## src/ued_pkg.sv

```systemverilog
// ued_pkg: shared constants and types for the endpoint dma termination block
// assumes a single system clock domain; no timing constants are needed
package ued_pkg;

  localparam int unsigned UED_CNT_W = 16;
  localparam int unsigned UED_EP_W = 4;
  localparam int unsigned UED_NUM_EP = 16;

  localparam logic [15:0] UED_CNT_RST = 16'h0000;
  localparam logic [15:0] UED_CNT_ONE = 16'h0001;
  localparam logic [3:0] UED_EP_RST = 4'h0;

  typedef enum logic [1:0] {
    UED_ST_IDLE = 2'b00,
    UED_ST_RUN = 2'b01,
    UED_ST_HALT = 2'b10
  } ued_state_t;

  typedef enum logic [2:0] {
    UED_END_NONE = 3'b000,
    UED_END_EXT = 3'b001,
    UED_END_COUNT = 3'b010,
    UED_END_SHORT = 3'b011,
    UED_END_EOP = 3'b100,
    UED_END_DISABLE = 3'b101
  } ued_cause_t;

endpackage : ued_pkg

```

## src/ued_dma_term.sv

```systemverilog
// ued_dma_term: dma request, strobe and end-of-transfer logic for one endpoint
// assumes all pins are synchronous to I_SYS_CLK and active high;
// endpoint buffer logic sits outside and obeys the discard/validate pulses
//
// Overview of operation
// - mode bit selects ack-only or separate-strobe mode
// - ack-only: acknowledge strobes data, strobes ignored
// - request out; acknowledge confirms; end input terminates
// - bulk ends: input, count, short packet, disable
// - external end on OUT discards active buffer
// - double-buffered OUT: inactive buffer stays intact
// - external end on IN validates packet for sending
// - sixteen-bit writable byte count register
// - enable rising loads counter from byte count
// - count end enabled: halt after programmed bytes
// - short OUT packet ends after its bytes moved
// - short packet sets length, no count needed
// - IN short mode: counter zero ends transfer
// - clearing enable stops dma without event
// - iso ends: input, count, end-of-packet, disable
// - 4-bit index picks endpoint; its direction bit sets direction
// - acknowledge always selects the dma endpoint
// - one dma endpoint; programmed I/O interleaves
`timescale 1ns/1ps
`default_nettype none
module ued_dma_term
  import ued_pkg::*;
#(
  parameter int unsigned CNT_W = UED_CNT_W,
  parameter int unsigned NUM_EP = UED_NUM_EP
) (
  // clock and reset
  input wire logic I_SYS_CLK,
  input wire logic I_SYS_RST,
  // configuration bits
  input wire logic I_ACK_ONLY_SELECT,
  input wire logic I_TRANSFER_ENABLE_BIT,
  input wire logic I_COUNT_END_ENABLE,
  input wire logic I_SHORT_PACKET_END_ENABLE,
  input wire logic [UED_EP_W-1:0] I_DMA_ENDPOINT_INDEX,
  input wire logic [NUM_EP-1:0] I_ENDPOINT_DIRECTION,
  input wire logic [NUM_EP-1:0] I_ENDPOINT_ISO,
  // byte count register write port
  input wire logic I_CNT_WR,
  input wire logic [CNT_W-1:0] I_CNT_DATA,
  // dma controller pins
  input wire logic I_TRANSFER_ACKNOWLEDGE,
  input wire logic I_TRANSFER_END_INPUT,
  input wire logic I_READ_STROBE,
  input wire logic I_WRITE_STROBE,
  output logic O_TRANSFER_REQUEST,
  // endpoint buffer side
  input wire logic I_BUF_READY,
  input wire logic I_SHORT_PKT_LAST,
  input wire logic I_USB_EOP,
  input wire logic [UED_EP_W-1:0] I_PIO_EP,
  output logic [UED_EP_W-1:0] O_BUF_EP,
  output logic O_XFER_STROBE,
  output logic O_XFER_WRITE,
  output logic O_DISCARD_ACTIVE,
  output logic O_VALIDATE_IN,
  // status
  output logic O_ACTIVE,
  output logic O_EOT_EVENT,
  output logic [2:0] O_EOT_CAUSE,
  output logic [CNT_W-1:0] O_BYTE_COUNT,
  output logic [CNT_W-1:0] O_REMAIN
);

  ////////////////////////////////////////////////////////////////////////////
  // decode helpers

  function automatic logic ep_bit(input logic [NUM_EP-1:0] v,
                                  input logic [UED_EP_W-1:0] ep);
    ep_bit = v[ep];
  endfunction : ep_bit

  ////////////////////////////////////////////////////////////////////////////
  // declarations

  ued_state_t state_q;
  ued_state_t state_d;
  logic [CNT_W-1:0] byte_count_q;
  logic en_prev_q;
  logic ack_prev_q;
  logic rd_prev_q;
  logic wr_prev_q;
  logic dir_write;
  logic is_iso;
  logic en_rise;
  logic run;
  logic strobe;
  logic cnt_zero;
  logic cnt_last;
  logic reach_zero;
  logic end_ext;
  logic end_count;
  logic end_short;
  logic end_eop;
  logic end_any;
  ued_cause_t cause_d;

  ////////////////////////////////////////////////////////////////////////////
  // endpoint selection and direction

  assign dir_write = ep_bit(I_ENDPOINT_DIRECTION, I_DMA_ENDPOINT_INDEX);
  assign is_iso = ep_bit(I_ENDPOINT_ISO, I_DMA_ENDPOINT_INDEX);
  // acknowledge steers buffer access to the dma endpoint, else pio endpoint
  assign O_BUF_EP = I_TRANSFER_ACKNOWLEDGE ? I_DMA_ENDPOINT_INDEX : I_PIO_EP;
  assign O_XFER_WRITE = dir_write;

  ////////////////////////////////////////////////////////////////////////////
  // byte count register

  always_ff @(posedge I_SYS_CLK or posedge I_SYS_RST) begin
    if (I_SYS_RST) begin
      byte_count_q <= CNT_W'(UED_CNT_RST);
    end else if (I_CNT_WR) begin
      byte_count_q <= I_CNT_DATA;
    end
  end

  assign O_BYTE_COUNT = byte_count_q;

  ////////////////////////////////////////////////////////////////////////////
  // pin history for edge detection

  always_ff @(posedge I_SYS_CLK or posedge I_SYS_RST) begin
    if (I_SYS_RST) begin
      en_prev_q <= 1'b0;
      ack_prev_q <= 1'b0;
      rd_prev_q <= 1'b0;
      wr_prev_q <= 1'b0;
    end else begin
      en_prev_q <= I_TRANSFER_ENABLE_BIT;
      ack_prev_q <= I_TRANSFER_ACKNOWLEDGE;
      rd_prev_q <= I_READ_STROBE;
      wr_prev_q <= I_WRITE_STROBE;
    end
  end

  assign en_rise = I_TRANSFER_ENABLE_BIT && !en_prev_q;
  assign run = (state_q == UED_ST_RUN) && I_TRANSFER_ENABLE_BIT;

  // data strobe: ack edge alone, or direction strobe edge qualified by ack
  always_comb begin
    if (I_ACK_ONLY_SELECT) begin
      strobe = I_TRANSFER_ACKNOWLEDGE && !ack_prev_q;
    end else if (dir_write) begin
      strobe = I_TRANSFER_ACKNOWLEDGE && I_WRITE_STROBE && !wr_prev_q;
    end else begin
      strobe = I_TRANSFER_ACKNOWLEDGE && I_READ_STROBE && !rd_prev_q;
    end
  end

  assign O_XFER_STROBE = run && strobe;

  ////////////////////////////////////////////////////////////////////////////
  // transfer counter

  ued_xfer_counter #(
    .W(CNT_W)
  ) u_counter (
    .i_clk(I_SYS_CLK),
    .i_rst(I_SYS_RST),
    .i_load(en_rise),
    .i_load_val(byte_count_q),
    .i_dec(O_XFER_STROBE),
    .o_count(O_REMAIN),
    .o_zero(cnt_zero),
    .o_last(cnt_last)
  );

  assign reach_zero = cnt_zero || (O_XFER_STROBE && cnt_last);

  ////////////////////////////////////////////////////////////////////////////
  // end-of-transfer sources

  assign end_ext = run && I_TRANSFER_END_INPUT;
  assign end_count = run && I_COUNT_END_ENABLE && reach_zero;
  // short packet applies to bulk only; eop applies to iso only
  assign end_short = run && !is_iso && I_SHORT_PACKET_END_ENABLE && (dir_write ?
                     reach_zero : (O_XFER_STROBE && I_SHORT_PKT_LAST));
  assign end_eop = run && is_iso && I_USB_EOP;
  assign end_any = end_ext || end_count || end_short || end_eop;

  always_comb begin
    if (end_ext) begin
      cause_d = UED_END_EXT;
    end else if (end_count) begin
      cause_d = UED_END_COUNT;
    end else if (end_short) begin
      cause_d = UED_END_SHORT;
    end else begin
      cause_d = UED_END_EOP;
    end
  end

  ////////////////////////////////////////////////////////////////////////////
  // state machine

  always_comb begin
    state_d = state_q;
    case (state_q)
      UED_ST_IDLE: begin
        if (en_rise) begin
          state_d = UED_ST_RUN;
        end
      end
      UED_ST_RUN: begin
        if (!I_TRANSFER_ENABLE_BIT) begin
          state_d = UED_ST_IDLE;
        end else if (end_any) begin
          state_d = UED_ST_HALT;
        end
      end
      UED_ST_HALT: begin
        if (!I_TRANSFER_ENABLE_BIT) begin
          state_d = UED_ST_IDLE;
        end
      end
      default: begin
        state_d = UED_ST_IDLE;
      end
    endcase
  end

  always_ff @(posedge I_SYS_CLK or posedge I_SYS_RST) begin
    if (I_SYS_RST) begin
      state_q <= UED_ST_IDLE;
    end else begin
      state_q <= state_d;
    end
  end

  ////////////////////////////////////////////////////////////////////////////
  // status and buffer action pulses

  always_ff @(posedge I_SYS_CLK or posedge I_SYS_RST) begin
    if (I_SYS_RST) begin
      O_EOT_EVENT <= 1'b0;
      O_EOT_CAUSE <= UED_END_NONE;
      O_DISCARD_ACTIVE <= 1'b0;
      O_VALIDATE_IN <= 1'b0;
    end else begin
      O_EOT_EVENT <= end_any;
      O_DISCARD_ACTIVE <= end_ext && !dir_write;
      O_VALIDATE_IN <= end_ext && dir_write;
      if (end_any) begin
        O_EOT_CAUSE <= cause_d;
      end else if ((state_q != UED_ST_IDLE) && !I_TRANSFER_ENABLE_BIT) begin
        O_EOT_CAUSE <= UED_END_DISABLE;
      end else if (en_rise) begin
        O_EOT_CAUSE <= UED_END_NONE;
      end
    end
  end

  assign O_ACTIVE = (state_q == UED_ST_RUN);
  assign O_TRANSFER_REQUEST = run && I_BUF_READY && !end_any;
endmodule : ued_dma_term
`default_nettype wire

```

## src/ued_xfer_counter.sv

```systemverilog
// ued_xfer_counter: loadable down counter of bytes left in a transfer
// assumes load and decrement come from the same clock domain
`timescale 1ns/1ps
`default_nettype none
module ued_xfer_counter
  import ued_pkg::*;
#(
  parameter int unsigned W = UED_CNT_W
) (
  // clock and reset
  input wire logic i_clk,
  input wire logic i_rst,
  // control
  input wire logic i_load,
  input wire logic [W-1:0] i_load_val,
  input wire logic i_dec,
  // state
  output logic [W-1:0] o_count,
  output logic o_zero,
  output logic o_last
);

  logic [W-1:0] count_q;

  always_ff @(posedge i_clk or posedge i_rst) begin
    if (i_rst) begin
      count_q <= W'(UED_CNT_RST);
    end else if (i_load) begin
      count_q <= i_load_val;
    end else if (i_dec && (count_q != W'(UED_CNT_RST))) begin
      count_q <= count_q - W'(UED_CNT_ONE);
    end
  end

  assign o_count = count_q;
  assign o_zero = (count_q == W'(UED_CNT_RST));
  assign o_last = (count_q == W'(UED_CNT_ONE));

endmodule : ued_xfer_counter
`default_nettype wire

```

## config.mk

```make
export PLATFORM = sky130hd
export DESIGN_NAME = ued_dma_term
export DESIGN_NICKNAME = d
export VERILOG_FILES = /design/src/ued_pkg.sv /design/src/ued_dma_term.sv /design/src/ued_xfer_counter.sv
export SDC_FILE = /design/constraint.sdc
export NUM_CORES = 1
export LEC_CHECK = 0
export ABC_CLOCK_PERIOD_IN_PS = 7000
export BUFFER_PORTS_ARGS = -buffer_cell sky130_fd_sc_hd__buf_2
export CAP_MARGIN = 25
export CORE_UTILIZATION = 45
export CTS_BUF_LIST = sky130_fd_sc_hd__clkbuf_8
export CTS_CLUSTER_SIZE = 8
export DETAILED_ROUTE_END_ITERATION = 10
export PLACE_DENSITY = 0.77
export SLEW_MARGIN = 20
export SYNTH_ARGS = -nofsm -noshare
export SYNTH_HDL_FRONTEND = slang
export SYNTH_HIERARCHICAL = 1
export SYNTH_SLANG_ARGS = --single-unit
```

## constraint.sdc

```tcl
create_clock -name I_SYS_CLK -period 7 [get_ports I_SYS_CLK]
set_input_delay 0.7 -clock I_SYS_CLK [delete_from_list [all_inputs] [get_ports I_SYS_CLK]]
set_output_delay 0.7 -clock I_SYS_CLK [all_outputs]
set_load 0.05 [all_outputs]
```

==> impl_metrics.ini <==
[yosys]
synth-seq-cells = 44
syn_avg_cell_area_sq_um = 11.0
ys_dominant_reg_cell = dfrtp_1
synth_top_area_share_pct = 41.8
synth.yosys.seq_area_share_pct = 41.8
yosys_warnings = 6
ys_types = 60
synthTopCellsByArea = dfrtp_1 (42%), mux2_2 (9.0%), mux4_2 (6.8%), nand2_1 (1.9%), nand3_1 (1.7%)
synth_most_common_cell = dfrtp_1
synth-edff-count = 0
synth_common_cells = dfrtp_1 (44), mux2_2 (21), nand2_1 (13)
yosys.area.top_type = dfrtp_1
synth-async-reset-ratio_pct = 100
synth_nets = 311
synthCells = 239
syn_area_sq_mm = 0.00264

[floorplan]
die_y_um = 78.5
core_area_sq_mm = 0.00557
rows = 27
die_area_sq_mm = 0.00617
initial_core_util_pct = 47.3
ios = 116
chipWidth_um = 78.5

[cells_and_area]
layout-drive-gt1-share_pct = 46.1
fin_nets = 420
area_delta_synth_final_pct = 27.0
final_area_sq_mm = 0.00335
diodes = 0
nFillCells = 489

[worst_setup_path]
startpoint_type = flop
cp_top_family = simple AND/OR/NAND/NOR gates
path_class = reg -> out
path_depth = 9
critPathBufInv = 2
critPathSlowestCell = or4b_1
crit_path_end_kind = output pin
worstPathRequired_ns = 6.30
max_stage_delay_ns = 0.53
worst_r2r_path_depth = 9
worstPathCellList = inv_1, ha_1, or4b_1, nor4_4, a31oi_1, a311oi_1, o211a_1, nor3_1, buf_2
worstPathArrival_ns = 3.09
cp_max_fo = 10

[grt]
antenna_found_initial = 0
grt_pass1_wl_um = 11500
globalRouteTotalUtil_pct = 23.8
grt_overflow = 0
first_global_vias = 2415
grt_max_degree = 30

[drt]
highest_layer = met4
vias = 2422
wl_per_cell_um = 16.1
remaining_drc_errors = 0
dr_wl_met2_um = 3510
drt-met1-wl_um = 2870
drt.antenna.violating_nets = 0
via_per_inst = 5.78
wl_um = 6760
met3WireLength_um = 300
drt_iter0_markers = 108
first_pass_iters = 4

[placement]
gp_congestion = 0.902
place_ws_ns = 3.33
placed_area_sq_mm = 0.00325
post-dp-hpwl_um = 5200
port_buffers = 115

[power_and_ir_drop]
ir_drop_mv = 0.134
p_leak_nw = 1.59
cellPowerDensity_mw_per_mm2 = 231

[sta]
finalSetupViolCount = 0
final_max_slew_viol_count = 0
relSlewSlack_pct = 42.5
rsz0062_at_grt = false
hold_viol_final = 0
tightest_slew_ns = 0.861
setup_slack_ns = 3.21
final.min_clock_period_ns = 3.79
clock-skew-final_ns = 0.00634
fin_setup_tns_ns = 0
fmax_ghz = 0.264
post-route-period-util_pct = 54.2
whs_ns = 0.476

[clock_network]
clk_pin_slew_ns = 0.08
post_cts_buffers = 0
max-clock-path-buffers = 2
cts_max_level = 2
holdBufCountCts = 0
cts_tree = built
insertion_delay_ns = 0.29
ctsResizeCount = 0
cts-root-buf = clkbuf_8
cts_inserted_buffers = 5
clock-sinks = 44

[status]
outcome = finished, final reports clean

[worst_hold_path]
min_path_type = in -> async

[run]
maxCapViolCount = 0
==> state kept, by name (all words and copies together), names as in the netlist, 2 cells and up <==
signal             count
u_counter/o_count     16
O_EOT_CAUSE            3
state_q                2
O_BYTE_COUNT          16
==> layout by cell type (no fill, tap or decap), drive strengths merged, types with 2 or more instances in the layout <==
master,n
or3,6
mux4,8
a211o,2
o41ai,3
o211a,2
a21o,2
a22o,2
nor2b,4
and3,4
clkbuf,5
or4b,2
a31oi,4
nor3,5
ha,2
nand4,2
o211ai,2
and2,3
and3b,2
or3b,2
mux2,21
buf,116
nor2,11
mux2i,7
nor3b,2
a21oi,8
or4,3
a2bb2oi,3
o21a,3
dfrtp,44
nor4,5
a221o,3
nand2b,3
nand3,10
inv,11
o21ai,6
nand2,13
==> cell families after synthesis <==
logic type               count (synthesis)  synth area share (%)
AND/OR/NAND/NOR                         82                  19.5
AO/OA/AOI/OAI                           50                  14.0
buffers and inverters                   25                  4.18
multiplexers                            36                  19.6
flip-flops                              44                  41.8
adder cells (fa/ha/maj)                  2                 0.949
==> per-stage QoR <==
step	power, W	cells	utilization, %
3_5_place_dp	0.000596	413	58.3
3_3_place_gp	0.000590	412	58.0
2_1_floorplan	0.000522	239	-
5_1_grt	0.000814	419	60.0
6_report	0.000773	419	60.0
4_1_cts	0.000778	419	60.0
==> layer usage <==
metal,global-route usage [%],up-vias
li1,-,1134
met1,30.5,1196
met2,39.6,80
met3,5.12,12
met4,8.33,0
met5,0,-
==> worst paths after layout <==
| check | from | end | slack [ns] |
|---|---|---|---|
| min in group I_SYS_CLK | O_BYTE_COUNT[9] | u_counter/o_count[9] | 0.52 |
| min reg2reg | O_BYTE_COUNT[9] | u_counter/o_count[9] | 0.52 |
| max | u_counter/o_count[0] | O_TRANSFER_REQUEST | 3.21 |
| max reg2reg | u_counter/o_count[0] | state_q[0] | 4.05 |
| max in group asynchronous | I_SYS_RST | O_BYTE_COUNT[2] | 6.00 |
| min | I_SYS_RST | O_EOT_EVENT | 0.48 |
==> power breakdown <==
| part | total (W) | internal, W | switching [W] | leakage [nW] |
|---|---|---|---|---|
| clock | 0.000182 | 0.000102 | 0.0000798 | 0.0501 |
| sequential | 0.000316 | 0.000284 | 0.0000328 | 0.527 |
| combinational | 0.000274 | 0.0000885 | 0.000186 | 1.01 |
| total | 0.000773 | 0.000474 | 0.000299 | 1.59 |
==> cell type report <==
| class | count | area, sq um | area share [%] |
|---|---|---|---|
| repair buffers | 116 | 591 | 17.6 |
| inverters | 11 | 41.3 | 1.23 |
| well taps | 72 | 90.1 | 2.69 |
| multi-input cells | 170 | 1430 | 42.6 |
| flip-flops and latches | 44 | 1100 | 32.9 |
| clock inverters | 1 | 30.0 | 0.897 |
| clock buffers | 5 | 68.8 | 2.06 |
Note: power is estimated with default switching activity, not from simulation.
